--- src/watchdog_pkg.sv ---
// Constants for the operating watchdog timer
package watchdog_pkg;
  // Register addresses
  localparam logic [15:0] CLEAR_PORT_ADDR = 16'hFFFF;
  localparam logic [15:0] CONFIG_ADDR     = 16'h0000;
  localparam logic [15:0] CAUSE_ADDR      = 16'h0001;
  localparam logic [15:0] MASK_ADDR       = 16'h0002;
  localparam logic [15:0] COUNT_ADDR      = 16'h0003;
  // Configuration fields
  localparam int          CFG_DISABLE_BIT = 0;
  localparam int          CFG_RATE_BIT    = 1;
  localparam int          CFG_PIN_EN_BIT  = 2;
  localparam logic [2:0]  CONFIG_RESET    = 3'h0;
  // Cause and mask fields
  localparam int          CAUSE_WDOG_BIT  = 0;
  localparam logic [0:0]  CAUSE_RESET     = 1'h0;
  localparam logic [0:0]  MASK_RESET      = 1'h0;
  // Counter widths and limits
  localparam int          PRESCALER_W     = 12;
  localparam int          WATCHDOG_W      = 6;
  localparam logic [11:0] PRESCALER_TOP   = 12'hFFF;
  localparam logic [11:0] CLEAR_KEEP_MASK = 12'h00F;
  localparam logic [11:0] OVERFLOW_PRE    = 12'hFEF;
  localparam logic [5:0]  LIMIT_LONG      = 6'h3F;
  localparam logic [5:0]  LIMIT_SHORT     = 6'h01;
  // Timing in oscillator cycles
  localparam int          POR_DELAY_OSC   = 4096;
  localparam int          RST_PULSE_OSC   = 32;
  localparam logic [12:0] POR_DELAY_CNT   = 13'(POR_DELAY_OSC);
  localparam logic [5:0]  RST_PULSE_CNT   = 6'(RST_PULSE_OSC);
endpackage

--- src/operating_watchdog_timer.sv ---
// Watchdog timer with prescaler, reset pulse, cause flag and register port
// Summary of operation
// [RULE1] Six-bit watchdog advances on twelve-bit prescaler carry
// [RULE2] Overflow after 262128 or 8176 cycles forces reset
// [RULE3] Clear-port write zeroes watchdog and prescaler stages 12-5
// [RULE4] Reset sets cause flag, optionally pulls pin 32 cycles
// [RULE5] Clear-port read returns reset vector low byte
// [RULE6] Stop instruction clears the prescaler
// [RULE7] Prescaler cleared 4096 cycles after power up
// [RULE8] Internal reset clears prescaler and watchdog
// [RULE9] Disable follows first configuration register bit
// [RULE10] Prescaler counts raw oscillator clock
// [RULE11] Software services watchdog after reset and stop
// [RULE12] Software clears watchdog from main loop only
// [RULE13] Disabled watchdog neither resets nor sets cause
//
// Strobed register access was decided locally.
`timescale 1ns/1ps
module operating_watchdog_timer #(
  parameter int OSC_DIV = 1
) (
  // Clock and reset
  input  wire logic        clk_sys,
  input  wire logic        nrst,
  // Register port
  input  wire logic [15:0] addr,
  input  wire logic [7:0]  wr_data,
  input  wire logic        wr_en,
  input  wire logic        rd_en,
  output logic      [7:0]  rd_data,
  // Core events
  input  wire logic        stop_exec,
  input  wire logic        internal_reset,
  input  wire logic [7:0]  reset_vector_low,
  // Reset outputs
  output logic             sys_reset_req,
  output logic             rst_pin_out,
  output logic             rst_pin_oe,
  // Status
  output logic             watchdog_disable,
  output logic             irq
);

  generate
    if (OSC_DIV < 1) begin : g_bad_div
      $error("OSC_DIV must be at least 1");
    end
  endgenerate

  localparam int DW = (OSC_DIV > 1) ? $clog2(OSC_DIV) : 1;
  localparam logic [DW-1:0] DIV_LAST = DW'(OSC_DIV - 1);

  logic [DW-1:0]                              div_reg;
  logic                                       osc_tick;
  logic [watchdog_pkg::PRESCALER_W-1:0]       pre_reg;
  logic [watchdog_pkg::WATCHDOG_W-1:0]        wd_reg;
  logic [2:0]                                 config_reg;
  logic [0:0]                                 cause_reg;
  logic [0:0]                                 cause_next;
  logic [0:0]                                 mask_reg;
  logic [12:0]                                por_cnt_reg;
  logic                                       por_done_reg;
  logic                                       por_clear;
  logic [5:0]                                 pulse_cnt_reg;
  logic                                       pulse_active;
  logic                                       carry;
  logic [5:0]                                 limit;
  logic                                       overflow_evt;
  logic                                       clear_wr;
  logic                                       int_clear;

  // Oscillator rate as an enable; OSC_DIV of 1 counts every system clock
  always_ff @(posedge clk_sys) begin
    if (!nrst) begin
      div_reg  <= '0;
      osc_tick <= 1'b0;
    end else begin
      osc_tick <= (div_reg == DIV_LAST);
      div_reg  <= (div_reg == DIV_LAST) ? '0 : div_reg + 1'b1;
    end
  end

  assign carry     = osc_tick && (pre_reg == watchdog_pkg::PRESCALER_TOP); // see [RULE1]
  assign limit     = config_reg[watchdog_pkg::CFG_RATE_BIT] ? watchdog_pkg::LIMIT_SHORT
                                                            : watchdog_pkg::LIMIT_LONG;
  // Overflow sixteen ticks short of the last carry, giving spans of 8176 or 262128 ticks
  assign overflow_evt = osc_tick && (pre_reg == watchdog_pkg::OVERFLOW_PRE)
                        && (wd_reg == limit) && !pulse_active
                        && !config_reg[watchdog_pkg::CFG_DISABLE_BIT]; // see [RULE2] see [RULE13]
  assign clear_wr  = wr_en && (addr == watchdog_pkg::CLEAR_PORT_ADDR);
  assign int_clear = internal_reset || overflow_evt || pulse_active;
  assign por_clear = osc_tick && !por_done_reg
                     && (por_cnt_reg == watchdog_pkg::POR_DELAY_CNT - 13'h0001);

  // Power-up delay before the prescaler receives its first clear
  always_ff @(posedge clk_sys) begin
    if (!nrst) begin
      por_cnt_reg  <= 13'h0000;
      por_done_reg <= 1'b0;
    end else if (osc_tick && !por_done_reg) begin
      por_cnt_reg  <= por_cnt_reg + 13'h0001;
      por_done_reg <= por_clear;
    end
  end

  // Prescaler
  always_ff @(posedge clk_sys) begin
    if (!nrst) begin
      pre_reg <= '0;
    end else if (int_clear || stop_exec || por_clear) begin
      pre_reg <= '0; // see [RULE6] see [RULE7] see [RULE8]
    end else if (clear_wr) begin
      pre_reg <= pre_reg & watchdog_pkg::CLEAR_KEEP_MASK; // see [RULE3]
    end else if (osc_tick) begin
      pre_reg <= pre_reg + 1'b1; // see [RULE10]
    end
  end

  // Watchdog counter; the written value is never looked at
  always_ff @(posedge clk_sys) begin
    if (!nrst) begin
      wd_reg <= '0;
    end else if (int_clear || clear_wr) begin
      wd_reg <= '0; // see [RULE3] see [RULE8]
    end else if (carry) begin
      wd_reg <= wd_reg + 1'b1; // see [RULE1]
    end
  end

  // Reset pulse of 32 oscillator cycles; the pin follows only when enabled
  always_ff @(posedge clk_sys) begin
    if (!nrst) begin
      pulse_active  <= 1'b0;
      pulse_cnt_reg <= 6'h00;
      sys_reset_req <= 1'b0;
      rst_pin_oe    <= 1'b0;
      rst_pin_out   <= 1'b0;
    end else if (overflow_evt) begin
      pulse_active  <= 1'b1;
      pulse_cnt_reg <= 6'h00;
      sys_reset_req <= 1'b1; // see [RULE2]
      rst_pin_oe    <= config_reg[watchdog_pkg::CFG_PIN_EN_BIT]; // see [RULE4]
    end else if (pulse_active && osc_tick) begin
      if (pulse_cnt_reg == watchdog_pkg::RST_PULSE_CNT - 6'h01) begin
        pulse_active  <= 1'b0;
        sys_reset_req <= 1'b0;
        rst_pin_oe    <= 1'b0;
      end
      pulse_cnt_reg <= pulse_cnt_reg + 6'h01;
    end
  end

  // Configuration register
  always_ff @(posedge clk_sys) begin
    if (!nrst) begin
      config_reg       <= watchdog_pkg::CONFIG_RESET;
      watchdog_disable <= 1'b0;
    end else begin
      if (wr_en && addr == watchdog_pkg::CONFIG_ADDR) begin
        config_reg <= wr_data[2:0];
      end
      watchdog_disable <= config_reg[watchdog_pkg::CFG_DISABLE_BIT]; // see [RULE9]
    end
  end

  // Cause flag: write one to clear, a new event in the same cycle wins
  always_comb begin
    cause_next = cause_reg;
    if (wr_en && addr == watchdog_pkg::CAUSE_ADDR) begin
      cause_next = cause_next & ~wr_data[0:0];
    end
    if (overflow_evt) begin
      cause_next[watchdog_pkg::CAUSE_WDOG_BIT] = 1'b1; // see [RULE4]
    end
  end

  always_ff @(posedge clk_sys) begin
    if (!nrst) begin
      cause_reg <= watchdog_pkg::CAUSE_RESET;
      mask_reg  <= watchdog_pkg::MASK_RESET;
      irq       <= 1'b0;
    end else begin
      cause_reg <= cause_next;
      if (wr_en && addr == watchdog_pkg::MASK_ADDR) begin
        mask_reg <= wr_data[0:0];
      end
      irq <= |(cause_next & mask_reg);
    end
  end

  // Read port; the clear port shows the vector byte, not counter state
  always_ff @(posedge clk_sys) begin
    if (!nrst) begin
      rd_data <= 8'h00;
    end else if (rd_en) begin
      unique case (addr)
        watchdog_pkg::CLEAR_PORT_ADDR: rd_data <= reset_vector_low; // see [RULE5]
        watchdog_pkg::CONFIG_ADDR:     rd_data <= {5'h00, config_reg};
        watchdog_pkg::CAUSE_ADDR:      rd_data <= {7'h00, cause_reg};
        watchdog_pkg::MASK_ADDR:       rd_data <= {7'h00, mask_reg};
        watchdog_pkg::COUNT_ADDR:      rd_data <= {2'h0, wd_reg};
        default:                       rd_data <= 8'h00;
      endcase
    end else begin
      rd_data <= 8'h00;
    end
  end
endmodule

--- config.mk ---
export PLATFORM = sky130hd
export DESIGN_NAME = operating_watchdog_timer
export DESIGN_NICKNAME = d
export VERILOG_FILES = /design/src/watchdog_pkg.sv /design/src/operating_watchdog_timer.sv
export SDC_FILE = /design/constraint.sdc
export NUM_CORES = 1
export LEC_CHECK = 0
export ABC_AREA = 1
export BUFFER_PORTS_ARGS = -buffer_cell sky130_fd_sc_hd__clkbuf_2
export CAP_MARGIN = 10
export CORE_MARGIN = 2
export CORE_UTILIZATION = 40
export CTS_BUF_LIST = sky130_fd_sc_hd__clkbuf_8
export CTS_CLUSTER_DIAMETER = 40
export DETAILED_ROUTE_END_ITERATION = 10
export PLACE_DENSITY = 0.59
export SLEW_MARGIN = 20
export SYNTH_ARGS = -nofsm -noshare
export SYNTH_HDL_FRONTEND = slang
export SYNTH_SLANG_ARGS = --single-unit
export TNS_END_PERCENT = 20
--- constraint.sdc ---
create_clock -name clk_sys -period 2.8 [get_ports clk_sys]
set_input_delay 0.14 -clock clk_sys [delete_from_list [all_inputs] [get_ports clk_sys]]
set_output_delay 0.14 -clock clk_sys [all_outputs]
set_load 0.02 [all_outputs]
==> results of run 1 <==
==> layer usage <==
metal  track usage [%]  routed length (µm)  up-vias
met5                 0                   0        -
met4              8.95                 152        0
met3              5.37                 291       13
met2              26.0                2560       54
met1              18.8                2710     1089
li1                  -                   -     1325
==> power by group <==
group	internal, mW	total, mW	switching [mW]
Clock	0.493	0.836	0.343
Combinational	0.0301	0.0753	0.0452
Sequential	0.815	0.820	0.00514
==> metrics by stage <==
step	util [%]	worst slack, ns
3_3_place_gp	45.9	1.19
6_report	49.1	1.18
4_1_cts	49.1	1.13
3_5_place_dp	45.9	1.15
5_1_grt	49.1	0.966
2_1_floorplan	-	1.40
==> cell families after synthesis <==
group           count (synthesis)  synth area share (%)
simple gates                  220                  37.9
flops                          57                  40.8
buf+inv                        49                  6.85
compound gates                 38                  7.16
xor+xnor                       17                  5.33
fa+ha+maj                       4                  1.79
other cells                     1                 0.134
==> final timing paths <==
path	from	endpoint	slack, ns	cells after the start
setup reg to reg	osc_tick	rst_pin_oe	1.18	7
hold reg to reg	div_reg	osc_tick	0.38	1
hold / removal	reset_vector_low[7]	rd_data[7]	0.02	3
setup / recovery	osc_tick	rst_pin_oe	1.18	7
==> worst reg2reg max path, cell delays in order (launching register included) <==
cell and delay, ns:
sky130_fd_sc_hd__dfxtp_1 0.57, sky130_fd_sc_hd__nand2_1 0.19, sky130_fd_sc_hd__inv_1 0.14, sky130_fd_sc_hd__nand2_1 0.09
sky130_fd_sc_hd__nor2_1 0.16, sky130_fd_sc_hd__nand3b_1 0.16, sky130_fd_sc_hd__nand3_1 0.12, sky130_fd_sc_hd__a21oi_1 0.06
==> final cells by class <==
class	count	share of cell area, %
multi-input cells	281	43.9
flip-flops and latches	57	34.2
repair buffers	45	6.90
inverters	45	5.06
clock buffers	9	3.71
well taps	96	3.60
clock inverters	7	2.59
==> cell usage in the layout, fill, tap and decap left out, types with 4 or more instances in the layout <==
cell,n
sky130_fd_sc_hd__nand2_1,90
sky130_fd_sc_hd__nor2_1,59
sky130_fd_sc_hd__dfxtp_1,57
sky130_fd_sc_hd__clkbuf_2,44
sky130_fd_sc_hd__inv_1,42
sky130_fd_sc_hd__nand3_1,28
sky130_fd_sc_hd__a21oi_1,19
sky130_fd_sc_hd__o21ai_0,14
sky130_fd_sc_hd__xor2_1,10
sky130_fd_sc_hd__clkbuf_8,9
sky130_fd_sc_hd__nand4_1,7
sky130_fd_sc_hd__xnor2_1,7
sky130_fd_sc_hd__nor2_2,6
sky130_fd_sc_hd__nor2_4,5
sky130_fd_sc_hd__nor3_1,4
sky130_fd_sc_hd__nand2_2,4
sky130_fd_sc_hd__inv_2,4
sky130_fd_sc_hd__ha_1,4
==> repair_timing <==
| action | 4_1_cts | 5_1_grt |
|---|---|---|
| setup endpoints to repair | 0 | 0 |
| endpoints found under the hold margin | 1 | 0 |
| gates resized for setup | 0 | 0 |
| hold buffers | 1 | 0 |
==> reports/results.tsv, run 1 <==
stage	metric	value	unit
outcome	run_status	finished, final reports clean	
worst_setup_path	critical_path.top_delay_family	simple AND/OR/NAND/NOR gates	
cells_and_area	final_area	0.00334	mm²
detailed_routing	dr_iter_0_viols	87	
place	numPlacedInstances	523	
sta	finalHoldViolations	0	
clocking	clkSinkCount	57	
worst_setup_path	critPathMaxFanout	8	
cells_and_area	multi_input_comb_area	0.00147	mm²
worst_setup_path	critical_path_buf_inv_count	1	
synthesis	netlist.top_cell.by_area	sky130_fd_sc_hd__dfxtp_1	
cells_and_area	antenna_cells_inserted	0	
worst_setup_path	cp_cell_sequence	nand2_1 -> inv_1 -> nand2_1 -> nor2_1 -> nand3b_1 -> nand3_1 -> a21oi_1	
worst_setup_path	worst-endpoint-arrival	1.83	ns
sta	setup_viol_count_final	0	
power	power.ir.vdd_worst	210	µV
worst_setup_path	critPathRequiredTime	3.01	ns
detailed_routing	drt-wirelength-per-cell	10.6	µm
clocking	cts.root.buffer_cell	sky130_fd_sc_hd__clkbuf_8	
place	hpwl	4.36	mm
global_routing	grt_pass1_wl	9.54	mm
synthesis	synthTopCellsByCount	90 x sky130_fd_sc_hd__nand2_1, 59 x sky130_fd_sc_hd__nor2_1, 57 x sky130_fd_sc_hd__dfxtp_1	
place	io_buffer_count	44	
synthesis	synth.distinct_cells	35	
cells_and_area	area_growth	19.4	%
worst_setup_path	worst_path_most_repeated_cell	sky130_fd_sc_hd__nand2_1	
synthesis	postSynth.topFlopCell	sky130_fd_sc_hd__dfxtp_1	
cells_and_area	layout.filler_cells	686	
place	gp_congestion	0.810	
place	placedInstanceArea	0.00312	mm²
worst_setup_path	worst_path_largest_cell_delay	0.57	ns
synthesis	synth_seq_cells	57	
floorplanning	fp.coreArea	0.00679	mm²
detailed_routing	final_routed_wirelength_across_all_metal_layers	5.71	mm
cells_and_area	drive_above_1_share	20.5	%
synthesis	synth-edff-count	0	
floorplanning	full_die_area	0.00767	mm²
clocking	worst_setup_hold_path_clk_slew	0.07	ns
floorplanning	chipHeight	87.6	µm
global_routing	grt_pass1_vias	2267	
floorplanning	x_dimension_of_the_die	87.6	µm
clocking	tritoncts	built	
detailed_routing	drt_first_pass_iters	4	
cells_and_area	regArea	0.00114	mm²
sta	peak_freq	617	MHz
cells_and_area	post_route_insts_no_fill	540	
sta	hold_ws	0.0166	ns
synthesis	synth_area_per_cell	7.24	µm²
worst_setup_path	worst_setup_path_start_kind	flop	
synthesis	synthDominantCellAreaShare	40.8	%
worst_setup_path	setup.worst_path.end_class	flop	
detailed_routing	ant_nets	0	
synthesis	post-synth-top-count-cell	sky130_fd_sc_hd__nand2_1	
sta	drv_slew	0	
synthesis	netlist_instances	386	
sta	timing.setup.tns	0	ns
clocking	clockBufferDepth	2	
detailed_routing	detail_route.drc_violations	0	
global_routing	grt_overflow	0	
clocking	cts_inserted_buffers	9	
cells_and_area	largest_register_ff_count	13	
detailed_routing	routed_via_density	4.59	
sta	final.setup_skew	0.00877	ns
synthesis	ys_seq_area_share	40.8	%
floorplanning	pin_count	51	
cells_and_area	fin_nets	481	
worst_hold_path	min_path_type	primary input to flop	
power	report.power.total	1.73	mW
clocking	htree_num_levels	3	
global_routing	antenna_violations_before_repair	0	
power	pwr_density_cell	519	mW/mm²
sta	fin_crit	1.62	ns
synthesis	yosys_warnings	0	
floorplanning	core.rowCount	30	
power	power.static_leakage	1.38	nW
detailed_routing	routed_via_count	2481	
floorplanning	initial_utilization	41.1	%
sta	finalCritPeriodShare	57.9	%
worst_setup_path	type_of_the_worst_setup_path	flop to flop	
clocking	post-cts-setup-buffer-count	0	
flow_run	cap_violations	0	
sta	rsz_0062_raised_after_global_routing	false	
worst_setup_path	cpMaxStageDelayCell	sky130_fd_sc_hd__dfxtp_1	
synthesis	yosys-top-cells-area	sky130_fd_sc_hd__dfxtp_1 41%, sky130_fd_sc_hd__nand2_1 12%, sky130_fd_sc_hd__nor2_1 7.9%, sky130_fd_sc_hd__inv_1 5.5%, sky130_fd_sc_hd__nand3_1 5.0%	
global_routing	maximum_number_of_pins_on_one_net_before_global_route_repair	15	
global_routing	groute.usage.overall	16.1	%
synthesis	synth.cell_area	0.00280	mm²
synthesis	async_reset_ff_share	0	%
clocking	insertion_delay	0.34	ns
No activity file was read; power rests on OpenSTA's default activity.
==> inputs of run 2 (changes only) <==
ABC_AREA = 0   (was 1)
clock period = 1.5 ns   (was 2.8 ns; I/O delays follow)
==> reports/results.tsv, run 2 <==
stage	metric	value	unit
outcome	run_status	finished, final reports clean	
sta	rsz_0062_raised_after_global_routing	true	
clocking	tritoncts	built	
flow_run	cap_violations	0	
floorplanning	x_dimension_of_the_die	84.2	µm
place	gp_congestion	0.751	
worst_setup_path	critPathRequiredTime	1.74	ns
synthesis	ys_seq_area_share	44.3	%
sta	fin_crit	1.49	ns
place	placedInstanceArea	0.00325	mm²
synthesis	synth-edff-count	0	
worst_hold_path	min_path_type	primary input to flop	
cells_and_area	largest_register_ff_count	13	
floorplanning	fp.coreArea	0.00628	mm²
power	power.ir.vdd_worst	509	µV
power	pwr_density_cell	868	mW/mm²
worst_setup_path	critical_path_cell_count	5	
sta	final.setup_skew	0.00753	ns
worst_hold_path	holdPathStages	3	
power	power.static_leakage	1.61	nW
detailed_routing	routed_via_density	4.91	
clocking	clkSinkCount	57	
floorplanning	core.rowCount	29	
power	report.power.total	3.17	mW
synthesis	post-synth-top-count-cell	sky130_fd_sc_hd__dfxtp_1	
synthesis	yosys_warnings	0	
global_routing	maximum_number_of_pins_on_one_net_before_global_route_repair	30	
detailed_routing	final_routed_wirelength_across_all_metal_layers	6.02	mm
detailed_routing	dr_iter_0_viols	47	
floorplanning	full_die_area	0.00709	mm²
synthesis	netlist.top_cell.by_area	sky130_fd_sc_hd__dfxtp_1	
synthesis	netlist_instances	278	
floorplanning	chipHeight	84.2	µm
clocking	cts.root.buffer_cell	sky130_fd_sc_hd__clkbuf_8	
global_routing	grt_pass1_wl	10.2	mm
cells_and_area	area_growth	41.7	%
cells_and_area	drive_above_1_share	37.2	%
global_routing	antenna_violations_before_repair	0	
synthesis	yosys-top-cells-area	sky130_fd_sc_hd__dfxtp_1 44%, sky130_fd_sc_hd__xnor2_1 6.5%, sky130_fd_sc_hd__nor2_1 5.7%, sky130_fd_sc_hd__xor2_1 4.4%, sky130_fd_sc_hd__and2_1 4.1%	
cells_and_area	final_area	0.00365	mm²
sta	finalCritPeriodShare	99.1	%
synthesis	synth.cell_area	0.00257	mm²
place	hpwl	4.48	mm
worst_setup_path	critPathMaxFanout	5	
clocking	worst_setup_hold_path_clk_slew	0.06	ns
detailed_routing	detail_route.drc_violations	0	
worst_setup_path	worst_path_largest_cell_delay	0.32	ns
sta	peak_freq	673	MHz
worst_setup_path	worst_setup_slack_for_register_to_register_paths	0.01	ns
floorplanning	initial_utilization	41.0	%
clocking	insertion_delay	0.34	ns
worst_setup_path	cpMaxStageDelayCell	sky130_fd_sc_hd__dfxtp_1	
worst_setup_path	worst-endpoint-arrival	1.72	ns
detailed_routing	drt_first_pass_iters	4	
cells_and_area	antenna_cells_inserted	0	
worst_setup_path	worst_setup_path_start_kind	flop	
worst_setup_path	critical_path_buf_inv_count	1	
sta	drv_slew	0	
synthesis	postSynth.topFlopCell	sky130_fd_sc_hd__dfxtp_1	
worst_setup_path	setup.worst_path.end_class	flop	
synthesis	synth_seq_cells	57	
cells_and_area	fin_nets	430	
synthesis	synth.distinct_cells	44	
sta	finalHoldViolations	0	
worst_setup_path	critical_path.top_delay_family	compound AO/OA/AOI/OAI gates	
sta	setup_viol_count_final	0	
global_routing	grt_pass1_vias	2217	
clocking	clockBufferDepth	2	
detailed_routing	ant_nets	0	
synthesis	synthDominantCellAreaShare	44.3	%
cells_and_area	layout_common_cells	50 x sky130_fd_sc_hd__buf_4, 48 x sky130_fd_sc_hd__dfxtp_1, 44 x sky130_fd_sc_hd__clkbuf_2, 39 x sky130_fd_sc_hd__nor2_1, 23 x sky130_fd_sc_hd__nand2_1	
worst_setup_path	rr_worst_depth	5	
synthesis	synth_area_per_cell	9.26	µm²
global_routing	grt_overflow	0	
cells_and_area	layout.cells.most_common	sky130_fd_sc_hd__buf_4	
place	io_buffer_count	44	
worst_setup_path	cp_cell_sequence	buf_4 -> and4b_2 -> o2111ai_2 -> a21bo_1 -> and2_2	
clocking	htree_num_levels	3	
worst_setup_path	type_of_the_worst_setup_path	flop to flop	
floorplanning	pin_count	51	
clocking	cts_inserted_buffers	9	
detailed_routing	drt-wirelength-per-cell	12.8	µm
synthesis	synthTopCellsByCount	57 x sky130_fd_sc_hd__dfxtp_1, 39 x sky130_fd_sc_hd__nor2_1, 23 x sky130_fd_sc_hd__nand2_1	
synthesis	async_reset_ff_share	0	%
global_routing	groute.usage.overall	18.1	%
detailed_routing	routed_via_count	2310	
-- run 2: cell count changes after synthesis, sizes merged, moves of 9 or more --
cell   delta
xnor2    +12
and2     +18
o21ai     -9
a21oi    -17
nand3    -16
nand2    -73
nor2     -32
inv      -42
nand4     +9
-- run 2: final cells by class --
cell class,instances,area (µm²)
clock buffer,12,165
clock inverter,4,42.5
fill,584,2630
inverter,3,11.3
multi-input combinational,212,1460
sequential,57,1160
tap,77,96.3
timing repair buffer,105,712
-- run 2: where the power goes --
part | total [mW] | internal (mW) | switching [mW]
logic | 0.158 | 0.0794 | 0.0788
registers | 1.52 | 1.52 | 0.00577
clock network | 1.48 | 0.888 | 0.595
-- run 2: repair_timing --
| action | in CTS | in global routing |
|---|---|---|
| gates cloned | 0 | 0 |
| hold buffers | 6 | 0 |
| setup endpoints to repair | 32 | 31 |
| gates resized for setup | 7 | 21 |
| setup buffers | 1 | 3 |
| pin swaps | 2 | 5 |
| endpoints found under the hold margin | 6 | 0 |
-- run 2: stage by stage --
step / util (%) / setup TNS, ns / hold slack, ns / setup slack, ns / cells
detailed placement: 51.8 / -0.779 / 0.334 / -0.0602 / 444
floorplan: - / -0.00819 / 0.215 / -0.00819 / 279
CTS: 56.5 / -0.0717 / 0.000703 / -0.0251 / 467
finish: 58.1 / 0 / 0.00888 / 0.0135 / 470
global placement: 51.8 / -0.419 / 0.327 / -0.0367 / 444
global route: 58.1 / -1.72 / 0.0313 / -0.112 / 470
-- run 2: worst register-to-register path: stages, from the launching register on --
cell                        delay, ns
sky130_fd_sc_hd__dfxtp_1         0.32
sky130_fd_sc_hd__buf_4           0.11
sky130_fd_sc_hd__and4b_2         0.23
sky130_fd_sc_hd__o2111ai_2       0.28
sky130_fd_sc_hd__a21bo_1         0.26
sky130_fd_sc_hd__and2_2          0.18
-- run 2: cell families after synthesis --
logic type	Yosys count	synth area share, %
AO/OA/AOI/OAI	24	6.66
buffers and inverters	10	2.09
XOR/XNOR	32	10.9
flip-flops	57	44.3
adder cells (fa/ha/maj)	4	1.94
other	1	0.146
multiplexers	4	2.04
AND/OR/NAND/NOR	146	31.9
-- run 2: final timing paths --
| check | from | to |
|---|---|---|
| worst max register to register | config_reg[1] | cause_reg |
| worst min-delay path | reset_vector_low[5] | rd_data[5] |
| worst max-delay path | config_reg[1] | cause_reg |
| worst min register to register | div_reg | osc_tick |
-- run 2: metal layers --
layer  vias up  GRT usage [%]  share of wire [%]
met5         -              0                  0
met4         0           6.30                1.9
met3        13           5.80                5.1
met2        68           28.5                 46
met1      1038           23.6                 47
li1       1191              -                  -
